`src/include/timer_pkg.sv`:
```
// Register map, field positions and reset values of the auto-reload timer.
package timer_pkg;

    // Byte addresses of the 32-bit register words.
    localparam logic [7:0] CTRL_OFF    = 8'hC8;
    localparam logic [7:0] COUNT_OFF   = 8'hCC;
    localparam logic [7:0] RELOAD_OFF  = 8'hD0;
    localparam logic [7:0] STAT_OFF    = 8'hD4;
    localparam logic [7:0] MASK_OFF    = 8'hD8;
    localparam logic [7:0] TIMER_IE_OFF = 8'hDC;

    // Field positions in the control and status byte.
    localparam int HIGH_FLAG_BIT  = 7;
    localparam int LOW_FLAG_BIT   = 6;
    localparam int LOW_IRQ_EN_BIT = 5;
    localparam int CAP_EN_BIT     = 4;
    localparam int SPLIT_BIT      = 3;
    localparam int RUN_BIT        = 2;

    // Field positions in the interrupt status and mask words.
    localparam int IRQ_HIGH_BIT = 0;
    localparam int IRQ_LOW_BIT  = 1;
    localparam int IRQ_CAP_BIT  = 2;
    localparam int IRQ_W        = 3;

    // Reset values.
    localparam logic [7:0]       CTRL_RST   = 8'h00;
    localparam logic [15:0]      COUNT_RST  = 16'h0000;
    localparam logic [15:0]      RELOAD_RST = 16'h0000;
    localparam logic [IRQ_W-1:0] IRQ_RST    = 3'h0;

    // Byte values at which a count byte rolls over.
    localparam logic [7:0] BYTE_MAX = 8'hFF;
    localparam logic [7:0] BYTE_MIN = 8'h00;

endpackage

```
`src/include/count_if.sv`:
```
// Signals between the register front end and the counter datapath.
`timescale 1ns/1ps
interface count_if;
    logic        run;
    logic        split;
    logic        cnt_we_lo;
    logic        cnt_we_hi;
    logic        rld_we_lo;
    logic        rld_we_hi;
    logic [15:0] wdata;
    logic        capture;
    logic [15:0] count;
    logic [15:0] reload;
    logic        low_ovf;
    logic        high_ovf;

    modport ctrl (
        output run, split, cnt_we_lo, cnt_we_hi, rld_we_lo, rld_we_hi, wdata, capture,
        input  count, reload, low_ovf, high_ovf
    );
    modport core (
        input  run, split, cnt_we_lo, cnt_we_hi, rld_we_lo, rld_we_hi, wdata, capture,
        output count, reload, low_ovf, high_ovf
    );
endinterface

```
`src/core/auto_reload_timer_control.sv`:
```
// Wishbone register front end, flags and interrupt logic of the auto-reload timer.
//
// Design decision made here: the Wishbone interface to the registers.
`timescale 1ns/1ps
module auto_reload_timer_control (
    // Clock and reset.
    input  wire logic        clk_i,
    input  wire logic        rst_i,
    // Wishbone classic slave.
    input  wire logic        cyc_i,
    input  wire logic        stb_i,
    input  wire logic        we_i,
    input  wire logic [7:0]  adr_i,
    input  wire logic [3:0]  sel_i,
    input  wire logic [31:0] dat_i,
    output logic [31:0]      dat_o,
    output logic             ack_o,
    // Low-frequency oscillator output, asynchronous.
    input  wire logic        lfo_i,
    // Interrupt request to the processor.
    output logic             irq_o
);
    count_if cif ();

    logic                           ack_r;
    logic [31:0]                    dat_r;
    logic                           high_flag_r;
    logic                           low_flag_r;
    logic                           low_overflow_irq_enable_r;
    logic                           lfo_capture_enable_r;
    logic                           split_mode_enable_r;
    logic                           run_control_r;
    logic [timer_pkg::IRQ_W-1:0]    stat_r;
    logic [timer_pkg::IRQ_W-1:0]    mask_r;
    logic                           timer_irq_en_r;
    logic                           high_flag_nxt;
    logic                           low_flag_nxt;
    logic [timer_pkg::IRQ_W-1:0]    stat_nxt;

    wire                            bus_req;
    wire                            bus_wr;
    wire [7:0]                      word_adr;
    wire                            hit_ctrl;
    wire                            hit_count;
    wire                            hit_reload;
    wire                            hit_stat;
    wire                            hit_mask;
    wire                            hit_ie;
    wire                            wr_ctrl;
    wire                            clr_high;
    wire                            clr_low;
    wire                            lfo_fall;
    wire                            cap_event;
    wire [timer_pkg::IRQ_W-1:0]     stat_set;
    wire [timer_pkg::IRQ_W-1:0]     stat_clr;
    wire [7:0]                      ctrl_rd;
    wire [31:0]                     rd_mux;

    // Bus decode. Writes take effect on the edge at which ack is high.
    assign bus_req    = cyc_i & stb_i;
    assign bus_wr     = bus_req & we_i & ack_r;
    assign word_adr   = {adr_i[7:2], 2'b00};
    assign hit_ctrl   = word_adr == timer_pkg::CTRL_OFF;
    assign hit_count  = word_adr == timer_pkg::COUNT_OFF;
    assign hit_reload = word_adr == timer_pkg::RELOAD_OFF;
    assign hit_stat   = word_adr == timer_pkg::STAT_OFF;
    assign hit_mask   = word_adr == timer_pkg::MASK_OFF;
    assign hit_ie     = word_adr == timer_pkg::TIMER_IE_OFF;
    assign wr_ctrl    = bus_wr & hit_ctrl & sel_i[0];

    // Writing zero to a flag clears it; writing one leaves it alone.
    assign clr_high = wr_ctrl & ~dat_i[timer_pkg::HIGH_FLAG_BIT];
    assign clr_low  = wr_ctrl & ~dat_i[timer_pkg::LOW_FLAG_BIT];

    // Counter datapath controls.
    assign cif.run       = run_control_r;
    assign cif.split     = split_mode_enable_r;
    assign cif.cnt_we_lo = bus_wr & hit_count & sel_i[0];
    assign cif.cnt_we_hi = bus_wr & hit_count & sel_i[1];
    assign cif.rld_we_lo = bus_wr & hit_reload & sel_i[0];
    assign cif.rld_we_hi = bus_wr & hit_reload & sel_i[1];
    assign cif.wdata     = dat_i[15:0];
    assign cap_event     = lfo_fall & lfo_capture_enable_r;
    assign cif.capture   = cap_event;

    // Hardware sets take priority over the software clear.
    assign high_flag_nxt = cif.high_ovf | (high_flag_r & ~clr_high);
    assign low_flag_nxt  = cif.low_ovf | (low_flag_r & ~clr_low);

    // Interrupt events; status bits are write-one-to-clear.
    assign stat_set[timer_pkg::IRQ_HIGH_BIT] = cif.high_ovf;
    assign stat_set[timer_pkg::IRQ_LOW_BIT]  = cif.low_ovf & low_overflow_irq_enable_r;
    assign stat_set[timer_pkg::IRQ_CAP_BIT]  = cap_event;
    assign stat_clr = (bus_wr & hit_stat & sel_i[0]) ? dat_i[timer_pkg::IRQ_W-1:0] : 3'h0;
    assign stat_nxt = stat_set | (stat_r & ~stat_clr);

    // The global timer enable keeps every source quiet while it is low.
    assign irq_o = timer_irq_en_r & |(stat_r & mask_r);

    // Read side. Bits 1 and 0 read as zero.
    assign ctrl_rd = {high_flag_r, low_flag_r, low_overflow_irq_enable_r,
                      lfo_capture_enable_r, split_mode_enable_r, run_control_r, 2'b00};
    assign rd_mux  = hit_ctrl   ? {24'h000000, ctrl_rd} :
                     hit_count  ? {16'h0000, cif.count} :
                     hit_reload ? {16'h0000, cif.reload} :
                     hit_stat   ? {29'h0000000, stat_r} :
                     hit_mask   ? {29'h0000000, mask_r} :
                     hit_ie     ? {31'h0000000, timer_irq_en_r} :
                     32'h00000000;

    assign ack_o = ack_r;
    assign dat_o = dat_r;

    // The oscillator runs from its own source, so it enters only through the synchroniser.
    lfo_edge_sync u_sync (
        .clk_i  (clk_i),
        .rst_i  (rst_i),
        .lfo_i  (lfo_i),
        .fall_o (lfo_fall)
    );

    reload_counter u_count (
        .clk_i (clk_i),
        .rst_i (rst_i),
        .cif   (cif)
    );

    // Bus handshake: ack one cycle after the request, dropped the next cycle.
    always_ff @(posedge clk_i) begin
        if (rst_i) begin
            ack_r <= 1'b0;
            dat_r <= 32'h00000000;
        end else begin
            ack_r <= bus_req & ~ack_r;
            dat_r <= (bus_req & ~ack_r & ~we_i) ? rd_mux : 32'h00000000;
        end
    end

    // Flags and interrupt status.
    always_ff @(posedge clk_i) begin
        if (rst_i) begin
            high_flag_r <= timer_pkg::CTRL_RST[timer_pkg::HIGH_FLAG_BIT];
            low_flag_r  <= timer_pkg::CTRL_RST[timer_pkg::LOW_FLAG_BIT];
            stat_r      <= timer_pkg::IRQ_RST;
        end else begin
            high_flag_r <= high_flag_nxt;
            low_flag_r  <= low_flag_nxt;
            stat_r      <= stat_nxt;
        end
    end

    // Software-owned control bits.
    always_ff @(posedge clk_i) begin
        if (rst_i) begin
            low_overflow_irq_enable_r <= timer_pkg::CTRL_RST[timer_pkg::LOW_IRQ_EN_BIT];
            lfo_capture_enable_r      <= timer_pkg::CTRL_RST[timer_pkg::CAP_EN_BIT];
            split_mode_enable_r       <= timer_pkg::CTRL_RST[timer_pkg::SPLIT_BIT];
            run_control_r             <= timer_pkg::CTRL_RST[timer_pkg::RUN_BIT];
        end else if (wr_ctrl) begin
            low_overflow_irq_enable_r <= dat_i[timer_pkg::LOW_IRQ_EN_BIT];
            lfo_capture_enable_r      <= dat_i[timer_pkg::CAP_EN_BIT];
            split_mode_enable_r       <= dat_i[timer_pkg::SPLIT_BIT];
            run_control_r             <= dat_i[timer_pkg::RUN_BIT];
        end
    end

    // Interrupt mask and global timer interrupt enable.
    always_ff @(posedge clk_i) begin
        if (rst_i) begin
            mask_r         <= timer_pkg::IRQ_RST;
            timer_irq_en_r <= 1'b0;
        end else begin
            if (bus_wr & hit_mask & sel_i[0]) begin
                mask_r <= dat_i[timer_pkg::IRQ_W-1:0];
            end
            if (bus_wr & hit_ie & sel_i[0]) begin
                timer_irq_en_r <= dat_i[0];
            end
        end
    end
endmodule

```
`src/core/lfo_edge_sync.sv`:
```
// Two-stage synchroniser and falling-edge detector for the oscillator input.
`timescale 1ns/1ps
module lfo_edge_sync (
    // Clock and reset.
    input  wire logic clk_i,
    input  wire logic rst_i,
    // Asynchronous oscillator level and its falling-edge pulse.
    input  wire logic lfo_i,
    output logic      fall_o
);
    logic meta_r;
    logic sync_r;
    logic last_r;

    // Only the second stage reads the first, so metastability cannot leak.
    always_ff @(posedge clk_i) begin
        if (rst_i) begin
            meta_r <= 1'b0;
            sync_r <= 1'b0;
            last_r <= 1'b0;
        end else begin
            meta_r <= lfo_i;
            sync_r <= meta_r;
            last_r <= sync_r;
        end
    end

    assign fall_o = last_r & ~sync_r;
endmodule

```
`src/core/reload_counter.sv`:
```
// Counter datapath: one 16-bit or two 8-bit auto-reload counters plus reload bytes.
`timescale 1ns/1ps
module reload_counter (
    // Clock and reset.
    input  wire logic clk_i,
    input  wire logic rst_i,
    // Control and results.
    count_if.core     cif
);
    logic [7:0] lo_r;
    logic [7:0] hi_r;
    logic [7:0] rl_lo_r;
    logic [7:0] rl_hi_r;
    logic [7:0] lo_nxt;
    logic [7:0] hi_nxt;
    logic       lo_tick;
    logic       hi_tick;
    logic       lo_wrap;
    logic       hi_wrap;
    logic       lo_reload;

    function automatic logic [7:0] inc8(input logic [7:0] v);
        inc8 = v + 8'h01;
    endfunction

    // In split mode the low byte ignores run control.
    assign lo_tick   = cif.split | cif.run;
    assign lo_wrap   = lo_tick & (lo_r == timer_pkg::BYTE_MAX);
    assign hi_tick   = cif.split ? cif.run : (cif.run & lo_wrap);
    assign hi_wrap   = hi_tick & (hi_r == timer_pkg::BYTE_MAX);
    assign lo_reload = cif.split ? lo_wrap : hi_wrap;
    assign lo_nxt    = cif.cnt_we_lo ? cif.wdata[7:0] :
                       lo_reload ? rl_lo_r : lo_tick ? inc8(lo_r) : lo_r;
    assign hi_nxt    = cif.cnt_we_hi ? cif.wdata[15:8] :
                       hi_wrap ? rl_hi_r : hi_tick ? inc8(hi_r) : hi_r;

    assign cif.count    = {hi_r, lo_r};
    assign cif.reload   = {rl_hi_r, rl_lo_r};
    assign cif.low_ovf  = lo_wrap;
    assign cif.high_ovf = hi_wrap;

    always_ff @(posedge clk_i) begin
        if (rst_i) begin
            lo_r    <= timer_pkg::COUNT_RST[7:0];
            hi_r    <= timer_pkg::COUNT_RST[15:8];
            rl_lo_r <= timer_pkg::RELOAD_RST[7:0];
            rl_hi_r <= timer_pkg::RELOAD_RST[15:8];
        end else begin
            lo_r    <= lo_nxt;
            hi_r    <= hi_nxt;
            // A capture wins over a software write to the reload bytes.
            rl_lo_r <= cif.capture ? lo_r : cif.rld_we_lo ? cif.wdata[7:0] : rl_lo_r;
            rl_hi_r <= cif.capture ? hi_r : cif.rld_we_hi ? cif.wdata[15:8] : rl_hi_r;
        end
    end
endmodule

```
`config.mk`:
```
export PLATFORM = sky130hd
export DESIGN_NAME = auto_reload_timer_control
export DESIGN_NICKNAME = d
export VERILOG_FILES = /design/src/include/timer_pkg.sv /design/src/include/count_if.sv /design/src/core/auto_reload_timer_control.sv /design/src/core/lfo_edge_sync.sv /design/src/core/reload_counter.sv
export SDC_FILE = /design/constraint.sdc
export NUM_CORES = 1
export LEC_CHECK = 0
export BUFFER_PORTS_ARGS = -buffer_cell sky130_fd_sc_hd__buf_2
export CORE_ASPECT_RATIO = 1.75
export CORE_MARGIN = 5
export CORE_UTILIZATION = 30
export DETAILED_ROUTE_END_ITERATION = 8
export HOLD_SLACK_MARGIN = 0.03
export SYNTH_ARGS = -nofsm -noshare
export SYNTH_HDL_FRONTEND = slang
export SYNTH_SLANG_ARGS = --single-unit
```
`constraint.sdc`:
```
create_clock -name clk_i -period 4.34 [get_ports clk_i]
set_clock_uncertainty 0.15 [all_clocks]
set_input_delay 0.217 -clock clk_i [delete_from_list [all_inputs] [get_ports clk_i]]
set_output_delay 0.217 -clock clk_i [all_outputs]
set_load 0.05 [all_outputs]
```
* Yosys cells after proc, flatten, opt, wreduce, memory -nomap -nowiden *
Cells that the tools add are included.

storage, ports and cells
  logic and storage cells = 102
  input bits = 50
  bits in registers = 81
  output and inout port bits = 34

cells by class
  muxes and demuxes = 19
  eq/ne operators = 8
  reduce and logical (&&, ||, !) cells = 8
  bitwise logic cells = 45
  $add $sub $neg = 2

operator list
  cell                                                           number
  8-bit 2-to-1 mux                                               11
  6-bit equality test, second input constant                     6
  16-bit 2-to-1 mux                                              2
  1-bit bitwise AND                                              30
  8-bit by 1-bit adder with 8-bit output, second input constant  2
  8-bit equality test, second input constant                     2
  3-bit 2-to-1 mux                                               3
  1-bit inverter                                                 8
  7-bit OR reduction                                             1
  3-bit bitwise AND                                              2
  3-bit nonzero test                                             2
  3-bit OR reduction                                             2
  2-bit nonzero test                                             2
  1-bit 2-to-1 mux                                               3
  3-bit inverter                                                 1
  1-bit OR                                                       3
  3-bit OR                                                       1
  2-bit OR reduction                                             1

* Longest topological paths before layout *
Gate-level depths: netlist of the first run.

  depth after elaboration = 9
  gate-level depth with buffers = 7

* Modules after synthesis *
Synthesis of the first run repeated with hierarchy kept, for this count alone.

second synthesis, totals
  cell total of the unflattened synthesis = 410
  area total of the unflattened synthesis = 3442.1 µm²

modules (own cells, without submodules)
  module                     times used  area an instance (µm²)  cells an instance  sequential area each (µm²)
  reload_counter             1           1895.6                  245                640.6
  auto_reload_timer_control  1           1458.9                  158                600.6
  lfo_edge_sync              1           87.6                    7                  60.1

* Least setup slack after synthesis of the first run *
No wires, ideal clock.

  kind = register to register
  start = register ack_r, in the netlist ack_o
  end = register u_count.lo_r[0]
  setup slack = 2.071 ns
  required time = 4.087 ns
  arrival = 2.015 ns
  library setup time = 0.103 ns
  stages on the path, launching flop included = 7
  path buffers = 2
  path through = dfxtp_1 -> and4_1 -> clkbuf_1 -> and4_1 -> clkbuf_1 -> nor2_1 -> a2111oi_2

between the ends
  cells in the longest elaborated chain, start to end = 4

ends and longest elaborated chain
  element                                                           line                              RTL
  start: declaration                                                auto_reload_timer_control.sv:25   logic ack_r;
  start signal: assignment                                          auto_reload_timer_control.sv:134  ack_r <= bus_req & ~ack_r;
  1-bit bitwise AND *                                               auto_reload_timer_control.sv:61   assign bus_wr = bus_req & we_i & ack_r;
  1-bit bitwise AND * (2 in series)                                 auto_reload_timer_control.sv:78   assign cif.cnt_we_lo = bus_wr & hit_count & sel_i[0];
  3-bit nonzero test (no line) or 8-bit 2-to-1 mux (tied branches)  --
  end signal: assignment                                            reload_counter.sv:44              lo_r <= timer_pkg::COUNT_RST[7:0];
  end signal: assignment                                            reload_counter.sv:49              lo_r <= lo_nxt;
  end: declaration                                                  reload_counter.sv:10              logic [7:0] lo_r;

Mark *: on every way between the ends. The rest lies on a longest branch, timed or not.
A chain may end at the register's enable or synchronous reset.

* Worst setup path in the final report of the first run *
  start = input port stb_i
  end = register u_count.rl_lo_r[2]

between the ends
  cells in the longest elaborated chain, start to end = 6

ends and longest elaborated chain
  element                          line                             RTL
  start: declaration               auto_reload_timer_control.sv:11  input wire logic stb_i,
  1-bit bitwise AND                auto_reload_timer_control.sv:60  assign bus_req = cyc_i & stb_i;
  1-bit bitwise AND (2 in series)  auto_reload_timer_control.sv:61
  1-bit bitwise AND (2 in series)  auto_reload_timer_control.sv:80  assign cif.rld_we_lo = bus_wr & hit_reload & sel_i[0];
  2-bit nonzero test (no line)     --
  end signal: assignment           reload_counter.sv:46             rl_lo_r <= timer_pkg::RELOAD_RST[7:0];
  end signal: assignment           reload_counter.sv:52             rl_lo_r <= cif.capture ? lo_r : cif.rld_we_lo ? cif.wdata[7:0] : rl_lo_r;
  end: declaration                 reload_counter.sv:12             logic [7:0] rl_lo_r;

No other way between the ends.

==> results of run 1 <==
[state kept, by name (all words and copies together), names as in the netlist, 3 cells and up]
register	flops
dat_o	16
u_count.hi_r	8
u_count.lo_r	8
u_count.rl_hi_r	8
u_count.rl_lo_r	8
mask_r	3
stat_r	3
[per-stage QoR]
| step | total power [mW] | hold WS (ns) | instance area [um2] |
|---|---|---|---|
| floorplan | 0.674 | 0.155 | 3380 |
| global placement | 0.689 | 0.273 | 3570 |
| detailed placement | 0.690 | 0.282 | 3570 |
| CTS | 1.58 | 0.0347 | 4050 |
| global route | 1.61 | 0.0525 | 4050 |
| finish | 1.57 | 0.0333 | 4050 |
[area by class of cell]
cell class,count,share of cell area (%)
clock inverter,6,3.22
clock buffer,10,5.66
multi-input combinational,293,45.3
sequential,65,32.2
timing repair buffer,62,9.34
tap,132,4.08
inverter,3,0.278
[per-layer routing]
layer / vias up / share of wire [%]
met3: 23 / 6.6
met5: - / 0
li1: 1485 / -
met2: 118 / 54
met4: 0 / 3.8
met1: 1481 / 36
[worst paths after layout]
check             startpoint                 end  depth (start not counted)  slack [ns]
min                dat_i[11]     u_count.hi_r[3]                          3        0.03
max reg2reg  u_count.hi_r[0]     u_count.lo_r[2]                          6        1.75
min reg2reg    u_sync.meta_r       u_sync.sync_r                          1        0.29
max                    stb_i  u_count.rl_lo_r[2]                          7        1.74
[power by group]
| group | switching (mW) | internal, mW | leakage (nW) | total (mW) |
|---|---|---|---|---|
| sequential | 0.000577 | 0.599 | 0.524 | 0.599 |
| clock | 0.265 | 0.617 | 0.176 | 0.882 |
| combinational | 0.0622 | 0.0244 | 0.907 | 0.0866 |
[cells in the final DEF (no fill, tap or decap), drive strengths merged, types with 10 or more instances in the layout]
cell type,instances
a21oi,15
nor2,60
mux2i,27
dlygate4sd3,12
nand3,14
nand4,10
nand2,32
a211oi,18
clkbuf,10
buf,50
dfxtp,65
o21ai,13
conb,16
[kinds of logic after synthesis]
family	share of synthesized area [%]
AOI/OAI and AO/OA	20.5
xor gates and xnor gates	1.58
adders and majority gates	0.752
buffers and inverters	7.56
DFF	39.1
muxes	8.46
other	0.113
and+or+nand+nor	22.0
[worst max-delay path, cell delays in order]
cell,delay (ns)
dlygate4sd3_1,0.52
buf_2,0.10
and4_1,0.43
nand2_1,0.10
o21ai_1,0.97
nor2_1,0.09
a211oi_1,0.25
==> flow_summary.json, run 1 <==
{
  "clock_sinks": 65,
  "busiest_layer": "met2",
  "die_w_um": 89.6,
  "ys_ff_latch": 65,
  "yosys.area.top_type_share_pct": 39.1,
  "initial_core_util_pct": 30.3,
  "crit_required_ns": 4.44,
  "crit_type": "in -> reg",
  "io_buffers": 47,
  "grt_pass1_vias": 2990,
  "n_fill_cell": 1163,
  "fin_crit_sh_pct": 59.8,
  "finish.utilization_pct": 36.9,
  "syn_to_final_growth_pct": 21.6,
  "nNetsFinal": 486,
  "first_iter_violations": 279,
  "setup_tns_ns": 0,
  "grt_pass1_wl_um": 15000,
  "power_density_nw_per_um2": 387,
  "worstSkewPairLatency_ns": 0.34,
  "core-area_um2": 11000,
  "worstMarginPinSlew_ns": 1.25,
  "yosys_warnings": 0,
  "cp-start-kind": "primary input",
  "async_flop_share_pct": 0,
  "clockBufferDepth": 2,
  "diodes": 0,
  "cts_root_buf": "clkbuf_16",
  "gp_congestion": 0.858,
  "synth.most_common_cell": "dfxtp_1",
  "vdd_drop_max_v": 0.000225,
  "slew_viol_final": 0,
  "totalWireLength_um": 9600,
  "grt-ovfl-total": 0,
  "cts_tree": "built",
  "multi_input_area_um2": 1830,
  "use_met2_pct": 25.9,
  "path_clk_slew_ns": 0.06,
  "detail-route-antenna-nets": 0,
  "placed_cells": 543,
  "hold_buffers": 12,
  "slew_headroom_pct": 16.1,
  "cp.arrival_ns": 2.70,
  "placementRows": 51,
  "cts-resized-gates": 0,
  "status": "completed",
  "grt_max_degree": 52,
  "grt_usage_pct": 14.8,
  "antenna_found_initial": 0,
  "cp-end-kind": "flop",
  "synth_area_per_cell_um2": 8.53,
  "wl_per_cell_um": 16.8,
  "crit_fanout": 16,
  "syn_inst": 390,
  "ys_types": 55,
  "maxCapViolations": 0,
  "viasPerCell": 5.44,
  "synth_edf_count": 0,
  "clock.fmax_mhz": 385,
  "worst_slack_ns": 1.74,
  "synth_top_cell_by_area": "dfxtp_1",
  "ys_seq_area_share_pct": 39.1,
  "dp_hpwl_um": 6870,
  "remaining_drc_errors": 0,
  "finalCriticalPeriod_ns": 2.60,
  "netlist_area_um2": 3330,
  "cts_setup_buffers": 0,
  "grtUsageMet1_pct": 15.7,
  "synthFlopType": "dfxtp_1",
  "gr-usage-met3_pct": 3.21,
  "num_vias": 3107,
  "synth_area_leaders": "dfxtp_1 39%, mux2i_1 8.1%, nor2_1 6.8%",
  "hold_violations": 0,
  "cts_htree_levels": 3,
  "drive_gt1_share_pct": 17.3,
  "pre_cts_ws_ns": 1.77,
  "cts_buffers": 9,
  "io_pins": 84,
  "synth_common_cells": "65 x dfxtp_1, 60 x nor2_1, 32 x nand2_1",
  "die_h_um": 149,
  "finalNonFillerCells": 571,
  "die_area_um2": 13400,
  "rsz0062_at_grt": "no",
  "firstDrtPassIters": 8,
  "setup_viol_count_final": 0,
  "seq_area_um2": 1300,
  "leakagePower_nw": 1.61,
  "holdCritPathClass": "in -> reg"
}
Note: power is estimated with default switching activity, not from simulation.
==> run 2: changes to the inputs <==
==> constraint.sdc (replaced) <==
create_clock -name clk_i -period 2.13 [get_ports clk_i]
set_clock_uncertainty 0.15 [all_clocks]
set_input_delay 0.1065 -clock clk_i [delete_from_list [all_inputs] [get_ports clk_i]]
set_output_delay 0.1065 -clock clk_i [all_outputs]
set_load 0.05 [all_outputs]
==> flow_summary.json, run 2 (same netlist as run 1, synthesis figures left out) <==
{
  "finalPower_mw": 2.74,
  "antenna_found_initial": 0,
  "status": "completed",
  "multi_input_area_um2": 1830,
  "worstSkewPairLatency_ns": 0.33,
  "die_w_um": 89.6,
  "slew_viol_final": 0,
  "seq_area_um2": 1300,
  "io_buffers": 47,
  "fin_crit_sh_pct": 91.0,
  "die_h_um": 149,
  "io_pins": 84,
  "crit_required_ns": 2.19,
  "grt_usage_pct": 16.1,
  "grt_pass1_vias": 3277,
  "final_common_cell": "dfxtp_1",
  "crit_type": "reg -> reg",
  "totalWireLength_um": 10100,
  "clockBufferDepth": 2,
  "worstMarginPinSlew_ns": 0.605,
  "cts_htree_levels": 3,
  "cts_setup_buffers": 0,
  "largest_register_ffs": 16,
  "leakagePower_nw": 1.74,
  "path_clk_slew_ns": 0.05,
  "maxCapViolations": 0,
  "placed_cells": 570,
  "initial_core_util_pct": 30.3,
  "vdd_drop_max_v": 0.000384,
  "wl_per_cell_um": 16.8,
  "gp_congestion": 0.888,
  "finish.utilization_pct": 38.6,
  "hold_buffers": 19,
  "first_iter_violations": 199,
  "num_vias": 3212,
  "busiest_layer": "met2",
  "stdcell_area_um2": 4240,
  "final_cell_mix": "64 x dfxtp_1, 60 x nor2_1, 47 x buf_2",
  "grt_pass1_wl_um": 16400,
  "holdCritPathClass": "in -> reg",
  "remaining_drc_errors": 0,
  "setup_viol_count_final": 0,
  "detailed_place.area_um2": 3780,
  "crit_fanout": 13,
  "diodes": 0,
  "hold_violations": 0,
  "cts-resized-gates": 0,
  "core-area_um2": 11000,
  "crit_start": "u_count.lo_r[6]",
  "die_area_um2": 13400,
  "power_density_nw_per_um2": 648,
  "firstDrtPassIters": 5,
  "rr_startpoint": "u_count.lo_r[6]",
  "rrSetupSlack_ns": 0.19,
  "cts_tree": "built",
  "cp-start-kind": "flop",
  "cp-end-kind": "flop",
  "slew_headroom_pct": 59.5,
  "cts_buffers": 9,
  "placementRows": 51,
  "worst_slack_ns": 0.191,
  "timing.hold.ws_ns": 0.0979,
  "grt-ovfl-total": 0,
  "detail-route-antenna-nets": 0,
  "setup_tns_ns": 0,
  "drive_gt1_share_pct": 21.2,
  "viasPerCell": 5.33,
  "pre_cts_ws_ns": 0.198,
  "rsz0062_at_grt": "no",
  "min-delay-start": "adr_i[2]",
  "cp.arrival_ns": 2.00,
  "cts_root_buf": "clkbuf_16",
  "finalNonFillerCells": 603,
  "grt_max_degree": 51,
  "finalCriticalPeriod_ns": 1.94,
  "dp_hpwl_um": 7520,
  "clock.fmax_mhz": 516,
  "gr-usage-met3_pct": 2.54,
  "grtUsageMet1_pct": 15.9,
  "use_met2_pct": 29.7,
  "clock_sinks": 65,
  "syn_to_final_growth_pct": 27.3,
  "nNetsFinal": 520,
  "n_fill_cell": 1152
}
## run 2: cell types whose count changed in the layout (fill, tap and decap cells not counted), moves of 2 or more
cell           previous run  this run
buf_4                     3        29
dlygate4sd3_1            12        19
bufinv_16                 4         0
clkbuf_1                  1         3
clkbuf_8                  0         2
clkinv_2                  2         0
## run 2: critical path: stages, from the launching register on
cell	delay, ns
dfxtp_1	0.43
nand4_1	0.29
o21ai_1	0.21
buf_4	0.21
nand4_1	0.17
a2111oi_0	0.35
## run 2: worst paths after layout
check | cells past startpoint | end
setup / recovery | 5 | u_count.hi_r[6]
hold reg to reg | 1 | u_sync.sync_r
setup reg to reg | 5 | u_count.hi_r[6]
hold / removal | 4 | mask_r[0]
## run 2: layout make-up
class,count,area share [%]
Clock buffer,14,6.23
Inverter,3,0.266
Multi-Input combinational cell,293,43.2
Sequential cell,65,30.7
Tap cell,132,3.90
Timing Repair Buffer,96,15.6
## run 2: report_power, final
group	leakage (nW)	internal (mW)	total [mW]	switching [mW]
registers	0.524	1.22	1.22	0.00101
logic	1.09	0.0588	0.188	0.130
clock network	0.129	0.839	1.33	0.496
total	1.74	2.12	2.74	0.627
## run 2: routing by layer
metal | vias up | part of all wire (%)
li1 | 1557 | -
met1 | 1515 | 34
met2 | 110 | 57
met3 | 30 | 4.8
met4 | 0 | 4.8
met5 | - | 0
